--- config.mk ---
export PLATFORM = sky130hd
export DESIGN_NAME = ompd_ctrl
export DESIGN_NICKNAME = d
export VERILOG_FILES = /design/src/core/ompd_pkg.sv /design/src/core/ompd_ctrl.sv /design/src/core/ompd_func_gate.sv
export SDC_FILE = /design/constraint.sdc
export NUM_CORES = 1
export LEC_CHECK = 0
export ABC_AREA = 0
export BUFFER_PORTS_ARGS = -buffer_cell sky130_fd_sc_hd__buf_2
export CAP_MARGIN = 20
export CORE_ASPECT_RATIO = 0.5
export CORE_MARGIN = 2
export CORE_UTILIZATION = 30
export DETAILED_ROUTE_END_ITERATION = 10
export GPL_TIMING_DRIVEN = 1
export SLEW_MARGIN = 40
export SYNTH_ARGS = -nofsm -noshare
export SYNTH_HDL_FRONTEND = slang
export SYNTH_SLANG_ARGS = --single-unit
--- constraint.sdc ---
create_clock -name core_clk -period 2.7 [get_ports core_clk]
set_input_delay 0.54 -clock core_clk [delete_from_list [all_inputs] [get_ports core_clk]]
set_output_delay 0.54 -clock core_clk [all_outputs]
set_load 0.01 [all_outputs]
--- src/core/ompd_pkg.sv ---
// constants and types of the operating mode and power domain controller
package ompd_pkg;
    // power modes, ordered by decreasing consumption
    typedef enum logic [2:0] {
        OMPD_RUN,
        OMPD_SLEEP,
        OMPD_STOP,
        OMPD_STANDBY,
        OMPD_SHUTDOWN
    } ompd_mode_e;
    localparam int unsigned LEVEL_W = 2;
    // highest policy level of each mode
    localparam logic [1:0] RUN_LEVEL_MAX = 2'h2;
    localparam logic [1:0] SLEEP_LEVEL_MAX = 2'h2;
    localparam logic [1:0] STOP_LEVEL_MAX = 2'h2;
    localparam logic [1:0] STANDBY_LEVEL_MAX = 2'h1;
    // named policy levels
    localparam logic [1:0] RUN_LEVEL_ONE = 2'h1;
    localparam logic [1:0] RUN_LEVEL_TWO = 2'h2;
    localparam logic [1:0] STOP_LEVEL_ZERO = 2'h0;
    localparam logic [1:0] STOP_LEVEL_ONE = 2'h1;
    localparam logic [1:0] STANDBY_LEVEL_ONE = 2'h1;
    // number of functions governed per mode
    localparam int unsigned FUNC_N = 8;
    // per-function availability class
    localparam logic [1:0] AVAIL_EN = 2'h0;
    localparam logic [1:0] AVAIL_DIS = 2'h1;
    localparam logic [1:0] AVAIL_OPT = 2'h2;
    localparam logic [1:0] AVAIL_NS = 2'h3;
    // low-power clock rate code: 0 off, 1 32 kHz, 2 4 MHz, 3 fast
    localparam logic [1:0] LPCLK_OFF = 2'h0;
    localparam logic [1:0] LPCLK_32K = 2'h1;
    localparam logic [1:0] LPCLK_4M = 2'h2;
    localparam logic [1:0] LPCLK_FAST = 2'h3;
    // reset values
    localparam logic [1:0] RESET_LEVEL = 2'h0;
endpackage
--- src/core/ompd_ctrl.sv ---
// operating mode sequencer and power domain control
`timescale 1ns/1ns
`default_nettype none
// How it works
// - five modes run to shutdown; cpu runs only in run mode
// - peripheral interrupt returns sleep, stop or standby to run
// - shutdown turns regulator off; wakes only by reset pin, debug, io match
// - high-performance domain on in run and sleep, off otherwise
// - low-power domain on except shutdown
// - run, sleep, stop, standby each have selectable policy levels
// - disabled functions are clock gated but keep configuration
// - optional functions keep running when software enabled them
// - unsupported functions are not turned off on mode entry
// - powered-off functions lose state; software reprograms after wake
// - stop level zero from run level one keeps oscillator and 32 kHz
// - standby level one clocks only low-power timers and rtc
module ompd_ctrl (
    // clock and reset
    input wire logic core_clk,
    input wire logic rst_n,
    // mode request from the processor
    input wire ompd_pkg::ompd_mode_e req_mode,
    input wire logic [1:0] req_level,
    input wire logic cpu_enter,
    // wake sources
    input wire logic periph_irq,
    input wire logic low_power_irq,
    input wire logic external_reset_pin,
    input wire logic debug_active,
    input wire logic io_wake_match,
    // per-function classes for the current mode and software enables
    input wire logic [15:0] func_avail,
    input wire logic [7:0] func_sw_enable,
    // state
    output ompd_pkg::ompd_mode_e mode,
    output logic [1:0] level,
    output logic cpu_run,
    output logic regulator_on,
    output logic high_perf_domain,
    output logic low_power_domain,
    output logic system_oscillator,
    output logic [1:0] low_power_periph_clock,
    output logic lp_timer_clk_en,
    output logic periph_fast_req_en,
    // per-function gates and a pulse to tell software to reprogram
    output logic [7:0] func_clk_en,
    output logic [7:0] func_pwr_en,
    output logic reconfig_needed
);
    ompd_pkg::ompd_mode_e mode_q, mode_d;
    logic [1:0] level_q, level_d;
    logic [1:0] run_level_q, run_level_d;
    logic osc_q, osc_d;
    logic [1:0] lpclk_q, lpclk_d;
    logic reconf_q, reconf_d;
    logic [1:0] req_cap;
    logic wake;
    logic off_any;

    // clip the requested level to the mode's range
    always_comb begin
        req_cap = req_level;
        case (req_mode)
            ompd_pkg::OMPD_RUN:
                if (req_level > ompd_pkg::RUN_LEVEL_MAX)
                    req_cap = ompd_pkg::RUN_LEVEL_MAX;
            ompd_pkg::OMPD_SLEEP:
                if (req_level > ompd_pkg::SLEEP_LEVEL_MAX)
                    req_cap = ompd_pkg::SLEEP_LEVEL_MAX;
            ompd_pkg::OMPD_STOP:
                if (req_level > ompd_pkg::STOP_LEVEL_MAX)
                    req_cap = ompd_pkg::STOP_LEVEL_MAX;
            ompd_pkg::OMPD_STANDBY:
                if (req_level > ompd_pkg::STANDBY_LEVEL_MAX)
                    req_cap = ompd_pkg::STANDBY_LEVEL_MAX;
            default: req_cap = ompd_pkg::RESET_LEVEL;
        endcase
    end

    // qualifying wake event for the current mode
    always_comb begin
        case (mode_q)
            ompd_pkg::OMPD_SLEEP: wake = periph_irq;
            ompd_pkg::OMPD_STOP,
            ompd_pkg::OMPD_STANDBY: wake = periph_irq || low_power_irq;
            ompd_pkg::OMPD_SHUTDOWN:
                wake = external_reset_pin || debug_active
                    || io_wake_match;
            default: wake = 1'b0;
        endcase
    end

    // mode sequencing and clock policy
    always_comb begin
        mode_d = mode_q;
        level_d = level_q;
        run_level_d = run_level_q;
        osc_d = osc_q;
        lpclk_d = lpclk_q;
        reconf_d = 1'b0;
        case (mode_q)
            ompd_pkg::OMPD_RUN: begin
                if (cpu_enter && req_mode != ompd_pkg::OMPD_RUN) begin
                    mode_d = req_mode;
                    level_d = req_cap;
                    run_level_d = level_q;
                end else if (cpu_enter) begin
                    level_d = req_cap;
                end
            end
            ompd_pkg::OMPD_SLEEP,
            ompd_pkg::OMPD_STOP,
            ompd_pkg::OMPD_STANDBY,
            ompd_pkg::OMPD_SHUTDOWN: begin
                if (wake) begin
                    mode_d = ompd_pkg::OMPD_RUN;
                    level_d = run_level_q;
                    reconf_d = (mode_q == ompd_pkg::OMPD_SHUTDOWN);
                end
            end
            default: mode_d = ompd_pkg::OMPD_RUN;
        endcase
        // clock policy for the mode about to be entered
        case (mode_d)
            ompd_pkg::OMPD_RUN,
            ompd_pkg::OMPD_SLEEP: begin
                osc_d = (level_d != ompd_pkg::RUN_LEVEL_TWO);
                lpclk_d = (level_d == ompd_pkg::RESET_LEVEL)
                    ? ompd_pkg::LPCLK_FAST : ompd_pkg::LPCLK_32K;
            end
            ompd_pkg::OMPD_STOP: begin
                if (level_d == ompd_pkg::STOP_LEVEL_ZERO
                    && mode_q == ompd_pkg::OMPD_RUN
                    && level_q != ompd_pkg::RESET_LEVEL) begin
                    // keep oscillator and 32 kHz as in the run level
                    osc_d = (level_q == ompd_pkg::RUN_LEVEL_ONE);
                    lpclk_d = ompd_pkg::LPCLK_32K;
                end else begin
                    osc_d = (level_d <= ompd_pkg::STOP_LEVEL_ONE);
                    lpclk_d = (level_d <= ompd_pkg::STOP_LEVEL_ONE)
                        ? ompd_pkg::LPCLK_4M : ompd_pkg::LPCLK_32K;
                end
            end
            ompd_pkg::OMPD_STANDBY: begin
                osc_d = 1'b0;
                lpclk_d = (level_d == ompd_pkg::STANDBY_LEVEL_ONE)
                    ? ompd_pkg::LPCLK_OFF : ompd_pkg::LPCLK_32K;
            end
            default: begin
                osc_d = 1'b0;
                lpclk_d = ompd_pkg::LPCLK_OFF;
            end
        endcase
        // hold the clocks while mode and level stay put, so stop level zero
        // entered from run level one or two keeps that run level's clocks
        if (mode_d == mode_q && level_d == level_q) begin
            osc_d = osc_q;
            lpclk_d = lpclk_q;
        end
    end

    // state registers
    always_ff @(posedge core_clk or negedge rst_n) begin
        if (!rst_n) begin
            mode_q <= ompd_pkg::OMPD_RUN;
            level_q <= ompd_pkg::RESET_LEVEL;
            run_level_q <= ompd_pkg::RESET_LEVEL;
            osc_q <= 1'b1;
            lpclk_q <= ompd_pkg::LPCLK_FAST;
            reconf_q <= 1'b0;
        end else begin
            mode_q <= mode_d;
            level_q <= level_d;
            run_level_q <= run_level_d;
            osc_q <= osc_d;
            lpclk_q <= lpclk_d;
            reconf_q <= reconf_d;
        end
    end

    // domain and core outputs decoded from the mode register
    assign mode = mode_q;
    assign level = level_q;
    assign cpu_run = (mode_q == ompd_pkg::OMPD_RUN);
    assign regulator_on = (mode_q != ompd_pkg::OMPD_SHUTDOWN);
    assign high_perf_domain = (mode_q == ompd_pkg::OMPD_RUN)
        || (mode_q == ompd_pkg::OMPD_SLEEP);
    assign low_power_domain = (mode_q != ompd_pkg::OMPD_SHUTDOWN);
    assign system_oscillator = osc_q;
    assign low_power_periph_clock = lpclk_q;
    assign lp_timer_clk_en = low_power_domain;
    assign periph_fast_req_en = (mode_q == ompd_pkg::OMPD_STANDBY)
        && (level_q == ompd_pkg::STANDBY_LEVEL_ONE);
    assign reconfig_needed = reconf_q;
    assign off_any = !low_power_domain;

    // one gate per governed function
    for (genvar i = 0; i < ompd_pkg::FUNC_N; i++) begin : g_func
        ompd_func_gate u_gate (
            .avail(func_avail[2*i +: 2]),
            .powered_off(off_any),
            .sw_enable(func_sw_enable[i]),
            .clk_en(func_clk_en[i]),
            .pwr_en(func_pwr_en[i])
        );
    end

    // checks
    chk_hp_domain: assert property (@(posedge core_clk)
        disable iff (!rst_n)
        (cpu_run && cpu_enter && (req_mode == ompd_pkg::OMPD_STOP
        || req_mode == ompd_pkg::OMPD_STANDBY))
        |=> !high_perf_domain && low_power_domain)
        else $error("high-performance domain wrong for mode");
    chk_lp_domain: assert property (@(posedge core_clk)
        disable iff (!rst_n)
        (mode_q == ompd_pkg::OMPD_SHUTDOWN) |-> !low_power_domain
        && !high_perf_domain && !regulator_on)
        else $error("domain powered in shutdown");
    chk_sleep_wake: assert property (@(posedge core_clk)
        disable iff (!rst_n)
        (mode_q == ompd_pkg::OMPD_SLEEP && periph_irq)
        |=> mode_q == ompd_pkg::OMPD_RUN)
        else $error("interrupt did not wake");
    chk_shut_hold: assert property (@(posedge core_clk)
        disable iff (!rst_n)
        (mode_q == ompd_pkg::OMPD_SHUTDOWN && !external_reset_pin
        && !debug_active && !io_wake_match)
        |=> mode_q == ompd_pkg::OMPD_SHUTDOWN)
        else $error("shutdown left without allowed source");
    chk_cpu_only_run: assert property (@(posedge core_clk)
        disable iff (!rst_n)
        (!cpu_run && !periph_irq && !low_power_irq && !external_reset_pin
        && !debug_active && !io_wake_match) |=> !cpu_run)
        else $error("cpu resumed without a wake event");
    chk_enter_mode: assert property (@(posedge core_clk)
        disable iff (!rst_n)
        (cpu_run && cpu_enter && req_mode != ompd_pkg::OMPD_RUN)
        |=> mode_q == $past(req_mode))
        else $error("requested mode not entered");
    chk_stop_keep: assert property (@(posedge core_clk)
        disable iff (!rst_n)
        (cpu_run && level_q == ompd_pkg::RUN_LEVEL_ONE && cpu_enter
        && req_mode == ompd_pkg::OMPD_STOP
        && req_level == ompd_pkg::STOP_LEVEL_ZERO)
        |=> system_oscillator
        && low_power_periph_clock == ompd_pkg::LPCLK_32K)
        else $error("stop level zero changed clocks");
    chk_stop_hold: assert property (@(posedge core_clk)
        disable iff (!rst_n)
        (mode_q == ompd_pkg::OMPD_STOP && !wake)
        |=> $stable(system_oscillator)
        && $stable(low_power_periph_clock))
        else $error("stop clocks changed while held");
    chk_no_enter: assert property (@(posedge core_clk)
        disable iff (!rst_n)
        (cpu_run && !cpu_enter) |=> cpu_run)
        else $error("left run without entry signal");
    chk_reconf_pulse: assert property (@(posedge core_clk)
        disable iff (!rst_n)
        (mode_q == ompd_pkg::OMPD_SHUTDOWN && external_reset_pin)
        |=> reconfig_needed ##1 !reconfig_needed)
        else $error("reprogram pulse missing");
endmodule
`default_nettype wire

--- src/core/ompd_func_gate.sv ---
// per-function clock and power gate for one operating mode
`timescale 1ns/1ns
`default_nettype none
module ompd_func_gate (
    // class of this function in the current mode
    input wire logic [1:0] avail,
    input wire logic powered_off,
    // software enable of this function
    input wire logic sw_enable,
    // gate outputs
    output logic clk_en,
    output logic pwr_en
);
    // disabled gates the clock only, optional and ns clocks follow software
    always_comb begin
        clk_en = 1'b0;
        pwr_en = !powered_off;
        case (avail)
            ompd_pkg::AVAIL_EN: clk_en = !powered_off;
            ompd_pkg::AVAIL_DIS: clk_en = 1'b0;
            ompd_pkg::AVAIL_OPT: clk_en = sw_enable && !powered_off;
            ompd_pkg::AVAIL_NS: clk_en = sw_enable && !powered_off;
            default: clk_en = 1'b0;
        endcase
    end
endmodule
`default_nettype wire

==> key figures, run 1 <==
Outcome
  • Status: completed

Yosys
  • Seq/Total Area, Yosys: 23.6%
  • Main synth FF type: dfrtp_1
  • Mapped Nets: 184
  • Netlist Area Pre-Place: 1180 um^2
  • Average cell area after synthesis: 8.03 um^2
  • Synth cell types: 50
  • Syn Inst Count: 147
  • Cell taking the most area after synthesis: dfrtp_1
  • EDFF count, synth: 0
  • Yosys warning total: 0
  • Synth Register Bits: 11
  • Area share of the largest cell type after synthesis: 17.0%
  • Synth async-reset ratio: 100%
  • Leading post-synthesis cells by cell area: dfrtp_1 17%, buf_4 11%, nor2_1 7.3%

Power
  • Clock share of power: 17.4%
  • Sw power: 0.000395 W
  • Logic gate share of total power: 51.9%
  • Total power: 0.000960 W
  • Max IR drop VDD: 249 uV
  • Sequential share of power: 30.8%
  • Static leakage: 0.694 nW
  • Switch share: 41.2%
  • Pwr dens: 648 nW/um^2
  • P_int: 0.000565 W

Routing
  • Residual DRC count: 0
  • Drt wl/cell: 12.5 um
  • Total Routed Length: 3.13 mm
  • Via count: 1267
  • Iteration count of the initial detailed-routing pass: 4
  • ANT nets after route: 0
  • DRT iter0 DRCs: 105
  • Routed vias/inst: 5.05

Global route
  • Grt ovf: 0
  • Vias in the first global route: 1116
  • Initial antenna violation count: 0
  • GRT Resource Usage Total: 14.0%
  • First-pass GRT wire length: 5.00 mm
  • Largest net degree at the start of global routing: 15

STA
  • Max Freq: 424 MHz
  • Tcrit/Tclk final: 87.4%
  • Final period demand of the worst path: 2.36 ns
  • Final setup viols: 0
  • Unrepaired setup endpoints after global routing: no
  • Final Hold Fails: 0
  • Slew @ Worst Pin: 0.613 ns
  • Final Max Slew Viols: 0
  • Final TNS setup: 0 ns
  • Relative slew slack: 58.5%
  • Final setup margin: 0.339 ns
  • Hold_ws: 0.154 ns
  • Clock skew: 0.00544 ns

Die
  • Top Ports: 68
  • Chip width: 92.7 um
  • Num rows: 16
  • Full die area: 4480 um^2
  • Die Span Y: 48.3 um
  • Core footprint: 3840 um^2
  • Initial Util: 30.7%

Final layout
  • Fin util: 38.5%
  • Most frequent cells in the layout: 67 x buf_2, 23 x nor2_1, 13 x a21oi_1, 9 x nand2_1, 8 x dfrtp_1
  • Most common cell after layout, fill and taps aside: buf_2
  • Share of cells above drive strength 1: 44.7%
  • Nets: 235
  • Area delta synth->final: 25.6%
  • Diodes inserted: 0
  • FILL cells: 397

CTS
  • Hold_buf cts: 0
  • PostCTS Resize Cnt: 0
  • CTS HTree Levels: 1
  • TritonCTS buffer count: 3
  • Clock buffer depth: 2
  • Setup bufs post-CTS: 0
  • Clk_lat worst skew: 0.24 ns
  • Sink Count: 11
  • Clk slew on worst S/H paths: 0.05 ns
  • Root buffer cell: clkbuf_8
  • CTS tree: done

Placement
  • Place WS: 0.361 ns
  • Final HPWL DP: 2.46 mm
  • Routability Congestion: 0.871
  • IO Port Bufs: 67

Worst setup path
  • WP data arrival: 2.53 ns
  • WP data required: 2.87 ns
  • CP max FO: 13
  • WS Path Type: reg -> reg
  • Crit path launch type: flop
  • Crit. End Element: flop
  • Worst Reg2Reg Path Length in Cells: 6

Flow run
  • Max-Cap Viols: 0

Hold path
  • Hold Crit Class: in -> async
## power groups by stage
stage / Clock [W] / Sequential, W / Combinational, W
CTS: 0.000173 / 0.000294 / 0.000501
global placement: 0 / 0.000297 / 0.000495
global route: 0.000180 / 0.000307 / 0.000547
finish: 0.000167 / 0.000296 / 0.000498
detailed placement: 0 / 0.000297 / 0.000498
floorplan: 0 / 0.000282 / 0.000382
## final cells by class
type / instances / area, um^2 / share of cell area [%]
clock inverter: 1 / 5.00 / 0.338
sequential: 11 / 279 / 18.8
inverter: 4 / 15.0 / 1.01
tap: 54 / 67.6 / 4.56
timing repair buffer: 70 / 358 / 24.2
multi-input combinational: 108 / 716 / 48.3
clock buffer: 3 / 41.3 / 2.79
## stage by stage
step	area (um^2)	cells
floorplan	1180	147
global placement	1440	247
detailed placement	1440	247
CTS	1480	251
global route	1480	251
finish	1480	251
## state kept, by name, indices dropped and copies added (netlist names)
| name | flops |
|---|---|
| system_oscillator | 1 |
| level | 2 |
| run_level_q | 2 |
| mode | 3 |
| reconfig_needed | 1 |
| low_power_periph_clock | 2 |
## metal layers
metal	vias to the layer above	routed length (um)	GRT usage (%)
met5	-	0	0
met4	0	23	5.15
met3	4	290	3.43
met2	58	1510	24.3
met1	583	1310	17.0
li1	622	-	-
## cell usage after synthesis, types with 3 or more instances
cell	instances
dfrtp_1	8
a21oi_1	13
nand3_1	3
a211oi_1	4
o31ai_1	3
mux2_1	3
o21ai_0	4
buf_4	18
nor2_1	23
nand2_1	9
nand2b_1	4
inv_1	3
dfstp_2	3
or3_1	3
buf_2	4
## worst max-delay path: stages, from the launching register on
cell	delay (ns)
dfrtp_1	0.53
or3_1	0.52
a21oi_4	0.22
a2bb2oi_2	0.13
or3_1	0.40
nand4_2	0.15
mux2_1	0.35
## path summary, 6_finish.rpt
check,startpoint,endpoint,slack [ns]
worst max-delay path,mode[0]$_DFF_PN0_,low_power_periph_clock[0]$_DFFE_PN1N_,0.34
worst min-delay path,rst_n,level[1]$_DFF_PN0_,0.15
worst max register to register,mode[0]$_DFF_PN0_,low_power_periph_clock[0]$_DFFE_PN1N_,0.34
worst min register to register,run_level_q[0]$_DFFE_PN0P_,run_level_q[0]$_DFFE_PN0P_,0.57
max in group asynchronous,rst_n,system_oscillator$_DFFE_PN1N_,2.29
min in group core_clk,run_level_q[0]$_DFFE_PN0P_,run_level_q[0]$_DFFE_PN0P_,0.57
## logic make-up (layout without fill, tap and decap cells)
group	count (synthesis)	in the layout	synth area share [%]
AND/OR/NAND/NOR	61	61	29.1
AO/OA/AOI/OAI	42	42	26.8
buffers and inverters	28	78	15.7
flip-flops	11	11	23.6
multiplexers	5	5	4.77
No activity file was read; power rests on OpenSTA's default activity.
==> run 2: changes to the inputs <==
Settings changed: BUFFER_PORTS_ARGS -buffer_cell sky130_fd_sc_hd__buf_2 to -buffer_cell sky130_fd_sc_hd__buf_4.
==> run 2 against run 1 <==
Routed wire length grew 9.2%; fmax up 0.66%; register-to-register slack improved by 0.02 ns; die area unchanged; critical path depth is the same; non-clock buffer count rose by 1; sequential share of layout area fell by 2.0 points.
==> key figures, run 2 (synthesis results as in run 1) <==
CTS
  • CTS tree: done
  • Sink Count: 11 (unchanged)
  • TritonCTS buffer count: 3 (unchanged)
  • Root buffer cell: clkbuf_8
  • Setup bufs post-CTS: 0 (unchanged)
  • Clk slew on worst S/H paths: 0.05 ns (about the same)
  • Hold_buf cts: 0 (unchanged)
  • PostCTS Resize Cnt: 0 (unchanged)
  • Clk_lat worst skew: 0.24 ns (about the same)
  • Clock buffer depth: 2 (unchanged)
  • CTS HTree Levels: 1 (unchanged)

Worst setup path
  • Critical path cell sequence: or3_1 -> a21oi_4 -> a2bb2oi_2 -> or3_1 -> nand4_2 -> mux2_1
  • Crit-path slowest cell: or3_1
  • Slowest stage delay, CP: 0.55 ns (+0.02 ns)
  • WS Path Type: reg -> reg
  • CP max FO: 11 (-2)
  • Crit. End Element: flop
  • Crit path launch type: flop
  • WP data arrival: 2.51 ns (-0.02 ns)
  • WP data required: 2.87 ns (about the same)
  • Most used cell, CP: or3_1

Flow run
  • Max-Cap Viols: 0 (unchanged)

Die
  • Num rows: 16 (unchanged)
  • Top Ports: 68 (unchanged)
  • Core footprint: 3840 um^2 (unchanged)
  • Die Span Y: 48.3 um (unchanged)
  • Chip width: 92.7 um (unchanged)
  • Initial Util: 30.7% (unchanged)
  • Full die area: 4480 um^2 (unchanged)

Final layout
  • Diodes inserted: 0 (unchanged)
  • Reg area: 279 um^2 (unchanged)
  • Most common cell after layout, fill and taps aside: buf_4
  • Nets: 236 (+0.43%)
  • Fin util: 43.1% (+4.5 points)
  • Footprint of the multi-input gates: 716 um^2 (unchanged)
  • Share of cells above drive strength 1: 44.4% (-0.23 points)
  • FILL cells: 398 (+0.25%)
  • Largest register FFs: 3 (unchanged)
  • Area delta synth->final: 40.3%
  • Most frequent cells in the layout: 71 x buf_4, 23 x nor2_1, 13 x a21oi_1, 9 x nand2_1, 8 x dfrtp_1

Routing
  • Residual DRC count: 0 (unchanged)
  • DRT iter0 DRCs: 88 (-16%)
  • ANT nets after route: 0 (unchanged)
  • Iteration count of the initial detailed-routing pass: 4 (unchanged)
  • Total Routed Length: 3.42 mm (+9.2%)
  • Via count: 1260 (-0.55%)
  • Routed vias/inst: 5.00 (-0.95%)
  • Drt wl/cell: 13.6 um (+8.8%)

Global route
  • First-pass GRT wire length: 5.55 mm (+11%)
  • GRT Resource Usage Total: 15.4% (+1.4 points)
  • Initial antenna violation count: 0 (unchanged)
  • Vias in the first global route: 1170 (+4.8%)
  • Largest net degree at the start of global routing: 15 (unchanged)
  • Grt ovf: 0 (unchanged)

Power
  • Pwr dens: 626 nW/um^2 (-3.3%)
  • Max IR drop VDD: 297 uV (+19%)
  • Total power: 0.00104 W (+8.0%)
  • Static leakage: 0.758 nW (+9.2%)

STA
  • Unrepaired setup endpoints after global routing: no
  • Max Freq: 426 MHz (+0.66%)
  • Relative slew slack: 57.5% (-1.0 points)
  • Final period demand of the worst path: 2.35 ns (-0.0156 ns)
  • Tcrit/Tclk final: 86.9% (-0.58 points)
  • Final Hold Fails: 0 (unchanged)
  • Final setup viols: 0 (unchanged)
  • Final setup margin: 0.355 ns (+0.0156 ns)
  • Slew @ Worst Pin: 0.628 ns (+0.0153 ns)
  • Final TNS setup: 0 ns (unchanged)
  • Final Max Slew Viols: 0 (unchanged)
  • Clock skew: 0.00417 ns (-0.00126 ns)

Placement
  • Place WS: 0.358 ns (-0.00265 ns)
  • Routability Congestion: 0.877 (+0.78%)
  • Final HPWL DP: 2.73 mm (+11%)
  • IO Port Bufs: 67 (unchanged)

Hold path
  • Hold Crit Class: in -> async

Outcome
  • Status: completed
run 2: changes by cell type in the layout (fill, tap and decap cells not counted), sizes merged:
cell | before | now
clkinv | 1 | 0
clkbuf | 3 | 4
buf | 70 | 71
run 2: power by group:
group | internal (W) | switching [W] | total (W)
Sequential | 0.000228 | 0.0000665 | 0.000295
Clock | 0.000104 | 0.0000674 | 0.000171
Combinational | 0.000290 | 0.000280 | 0.000570
Total | 0.000623 | 0.000414 | 0.00104
run 2: final timing paths:
path                                             from                                    end  slack [ns]  depth (start not counted)
setup / recovery                    mode[2]$_DFF_PN0_  low_power_periph_clock[1]$_DFFE_PN1N_        0.35                          6
hold / removal                                  rst_n                      mode[2]$_DFF_PN0_        0.12                          1
setup reg to reg                    mode[2]$_DFF_PN0_  low_power_periph_clock[1]$_DFFE_PN1N_        0.35                          6
hold reg to reg            run_level_q[0]$_DFFE_PN0P_             run_level_q[0]$_DFFE_PN0P_        0.56                          1
max in group asynchronous                       rst_n          system_oscillator$_DFFE_PN1N_        2.35                          1
min in group core_clk      run_level_q[0]$_DFFE_PN0P_             run_level_q[0]$_DFFE_PN0P_        0.56                          1
run 2: area by class of cell:
cell class,instances,share of cell area (%)
Clock buffer,4,2.72
Inverter,4,0.907
Multi-Input combinational cell,108,43.2
Sequential cell,11,16.9
Tap cell,54,4.08
Timing Repair Buffer,71,32.2
run 2: layer usage:
metal  up-vias  track usage, %  routed length, um
met5         -               0                  0
met2        56            27.4               1670
met3         0            3.43                331
met4         0            3.68                  0
li1        623               -                  -
met1       581            19.3               1420
run 2: worst max-delay path: cells and delay by family (launching register included):
kind	cells	cell delay, ns
muxes	1	0.35
DFF	1	0.48
AOI/OAI and AO/OA	2	0.35
and+or+nand+nor	3	1.09
run 2: per-stage QoR:
step	hold slack, ns	instance area (um^2)	cells
final	0.122	1660	252
after global routing	0.126	1660	252
after CTS	0.121	1660	252
after detailed placement	0.384	1610	248
after global placement	0.381	1610	248
after floorplan	0.244	1180	147
==> run 3: changes to the inputs <==
Settings changed: PLACE_DENSITY set to 0.58, RECOVER_POWER set to 100.
==> run 3 against run 2 <==
Core utilization shrank 3.1 points; flip-flop and latch count is the same; design area shrank 7.2%; die area is the same.
==> key figures, run 3 (synthesis results as in run 1) <==
Placement
  • IO Port Bufs: 67 (unchanged)
  • Routability Congestion: 0.835 (-4.9%)
  • Final HPWL DP: 2.71 mm (-0.78%)

Global route
  • Initial antenna violation count: 0 (unchanged)
  • First-pass GRT wire length: 5.38 mm (-3.0%)
  • GRT Resource Usage Total: 15.0% (-0.43 points)
  • Grt ovf: 0 (unchanged)
  • Largest net degree at the start of global routing: 15 (unchanged)
  • Vias in the first global route: 1163 (-0.60%)

Routing
  • Drt wl/cell: 13.4 um (-1.0%)
  • Routed vias/inst: 4.97 (-0.55%)
  • Residual DRC count: 0 (unchanged)
  • Iteration count of the initial detailed-routing pass: 4 (unchanged)
  • DRT iter0 DRCs: 122 (+39%)
  • Via count: 1258 (-0.16%)
  • ANT nets after route: 0 (unchanged)
  • Total Routed Length: 3.40 mm (-0.64%)

STA
  • Final setup viols: 0 (unchanged)
  • Final Hold Fails: 0 (unchanged)
  • Slew @ Worst Pin: 0.611 ns (-0.0173 ns)
  • Relative slew slack: 59.3% (+1.7 points)
  • Final Max Slew Viols: 0 (unchanged)
  • Clock skew: 0.00205 ns (-0.00213 ns)
  • Max Freq: 422 MHz (-1.1%)
  • Tcrit/Tclk final: 87.8% (+0.92 points)
  • Final TNS setup: 0 ns (unchanged)
  • Final period demand of the worst path: 2.37 ns (+0.0249 ns)
  • Unrepaired setup endpoints after global routing: no

CTS
  • Sink Count: 11 (unchanged)
  • Root buffer cell: clkbuf_8
  • Setup bufs post-CTS: 0 (unchanged)
  • Clk_lat worst skew: 0.24 ns (about the same)
  • Clock buffer depth: 2 (unchanged)
  • CTS HTree Levels: 1 (unchanged)
  • Hold_buf cts: 0 (unchanged)
  • TritonCTS buffer count: 3 (unchanged)
  • PostCTS Resize Cnt: 0 (unchanged)
  • CTS tree: done
  • Clk slew on worst S/H paths: 0.05 ns (about the same)

Die
  • Num rows: 16 (unchanged)
  • Top Ports: 68 (unchanged)
  • Full die area: 4480 um^2 (unchanged)
  • Chip width: 92.7 um (unchanged)
  • Initial Util: 30.7% (unchanged)
  • Core footprint: 3840 um^2 (unchanged)
  • Die Span Y: 48.3 um (unchanged)

Final layout
  • Area delta synth->final: 30.2%
  • FILL cells: 434 (+9.0%)
  • Most common cell after layout, fill and taps aside: buf_4
  • Nets: 237 (+0.42%)
  • Most frequent cells in the layout: 41 x buf_4, 31 x clkbuf_1, 23 x nor2_1, 13 x a21oi_1, 9 x nand2_1
  • Diodes inserted: 0 (unchanged)
  • Share of cells above drive strength 1: 28.1% (-16 points)
  • Largest register FFs: 3 (unchanged)

Worst setup path
  • WS Path Type: reg -> reg
  • WP data arrival: 2.54 ns (+0.03 ns)
  • WP data required: 2.87 ns (about the same)
  • Crit path launch type: flop
  • CP max FO: 13 (+2)
  • Crit. End Element: flop

Flow run
  • Max-Cap Viols: 0 (unchanged)

Outcome
  • Status: completed

Power
  • Pwr dens: 629 nW/um^2 (+0.47%)
  • Sequential share of power: 29.9% (+1.5 points)
  • Sw power: 0.000404 W (-2.5%)
  • Logic gate share of total power: 52.7% (-2.3 points)
  • Max IR drop VDD: 370 uV (+25%)
  • Static leakage: 0.652 nW (-14%)
  • Total power: 0.000967 W (-6.7%)
  • P_int: 0.000563 W (-9.6%)
  • Switch share: 41.8% (+1.8 points)
  • Clock share of power: 17.4% (+0.9 points)

Hold path
  • Hold Crit Class: in -> async
[run 3: worst paths after layout]
kind / start / endpoint / slack [ns] / cells after the start
setup / recovery: mode[0]$_DFF_PN0_ / system_oscillator$_DFFE_PN1N_ / 0.33 / 7
hold / removal: rst_n / mode[2]$_DFF_PN0_ / 0.28 / 1
setup reg to reg: mode[0]$_DFF_PN0_ / system_oscillator$_DFFE_PN1N_ / 0.33 / 7
hold reg to reg: run_level_q[0]$_DFFE_PN0P_ / run_level_q[0]$_DFFE_PN0P_ / 0.56 / 1
max in group asynchronous: rst_n / mode[0]$_DFF_PN0_ / 2.02 / 1
min in group core_clk: run_level_q[0]$_DFFE_PN0P_ / run_level_q[0]$_DFFE_PN0P_ / 0.56 / 1
[run 3: routing by layer]
layer	GRT usage (%)	part of all wire, %	up-vias
met1	18.8	44	578
met3	4.36	9.7	4
met2	26.0	46	55
met5	0	0	-
li1	-	-	621
met4	2.94	0.56	0
[run 3: metrics by stage]
stage          hold slack, ns  utilization [%]  instance area [um^2]  worst slack (ns)  cells
6_report                0.282             40.0                  1540             0.330    253
5_1_grt                 0.329             40.0                  1540             0.153    253
4_1_cts                 0.124             43.3                  1660             0.403    253
3_5_place_dp            0.383             42.1                  1620             0.420    249
3_3_place_gp            0.382             42.1                  1620             0.479    249
2_1_floorplan           0.244                -                  1180             0.444    147
[run 3: power by group through the flow]
stage                     registers (W)  logic (W)  clock network, W
after floorplan                0.000282   0.000382                 0
after CTS                      0.000294   0.000569          0.000172
after detailed placement       0.000298   0.000566                 0
after global placement         0.000296   0.000561                 0
final                          0.000289   0.000510          0.000168
after global routing           0.000301   0.000562          0.000184
[run 3: final cells by class]
| type | instances | area, um^2 | area share (%) |
|---|---|---|---|
| clock buffers | 3 | 41.3 | 2.69 |
| clock inverters | 1 | 5.00 | 0.326 |
| flip-flops and latches | 11 | 279 | 18.2 |
| multi-input cells | 108 | 704 | 45.8 |
| well taps | 54 | 67.6 | 4.40 |
| repair buffers | 72 | 424 | 27.6 |
| inverters | 4 | 15.0 | 0.977 |
[run 3: critical path: stages, from the launching register on]
cell and delay, ns:
dfrtp_1 0.49, nor3b_1 0.29, inv_1 0.23, o221ai_2 0.36, a21oi_1 0.08, or3_1 0.38
nand4_2 0.14, mux2_1 0.34
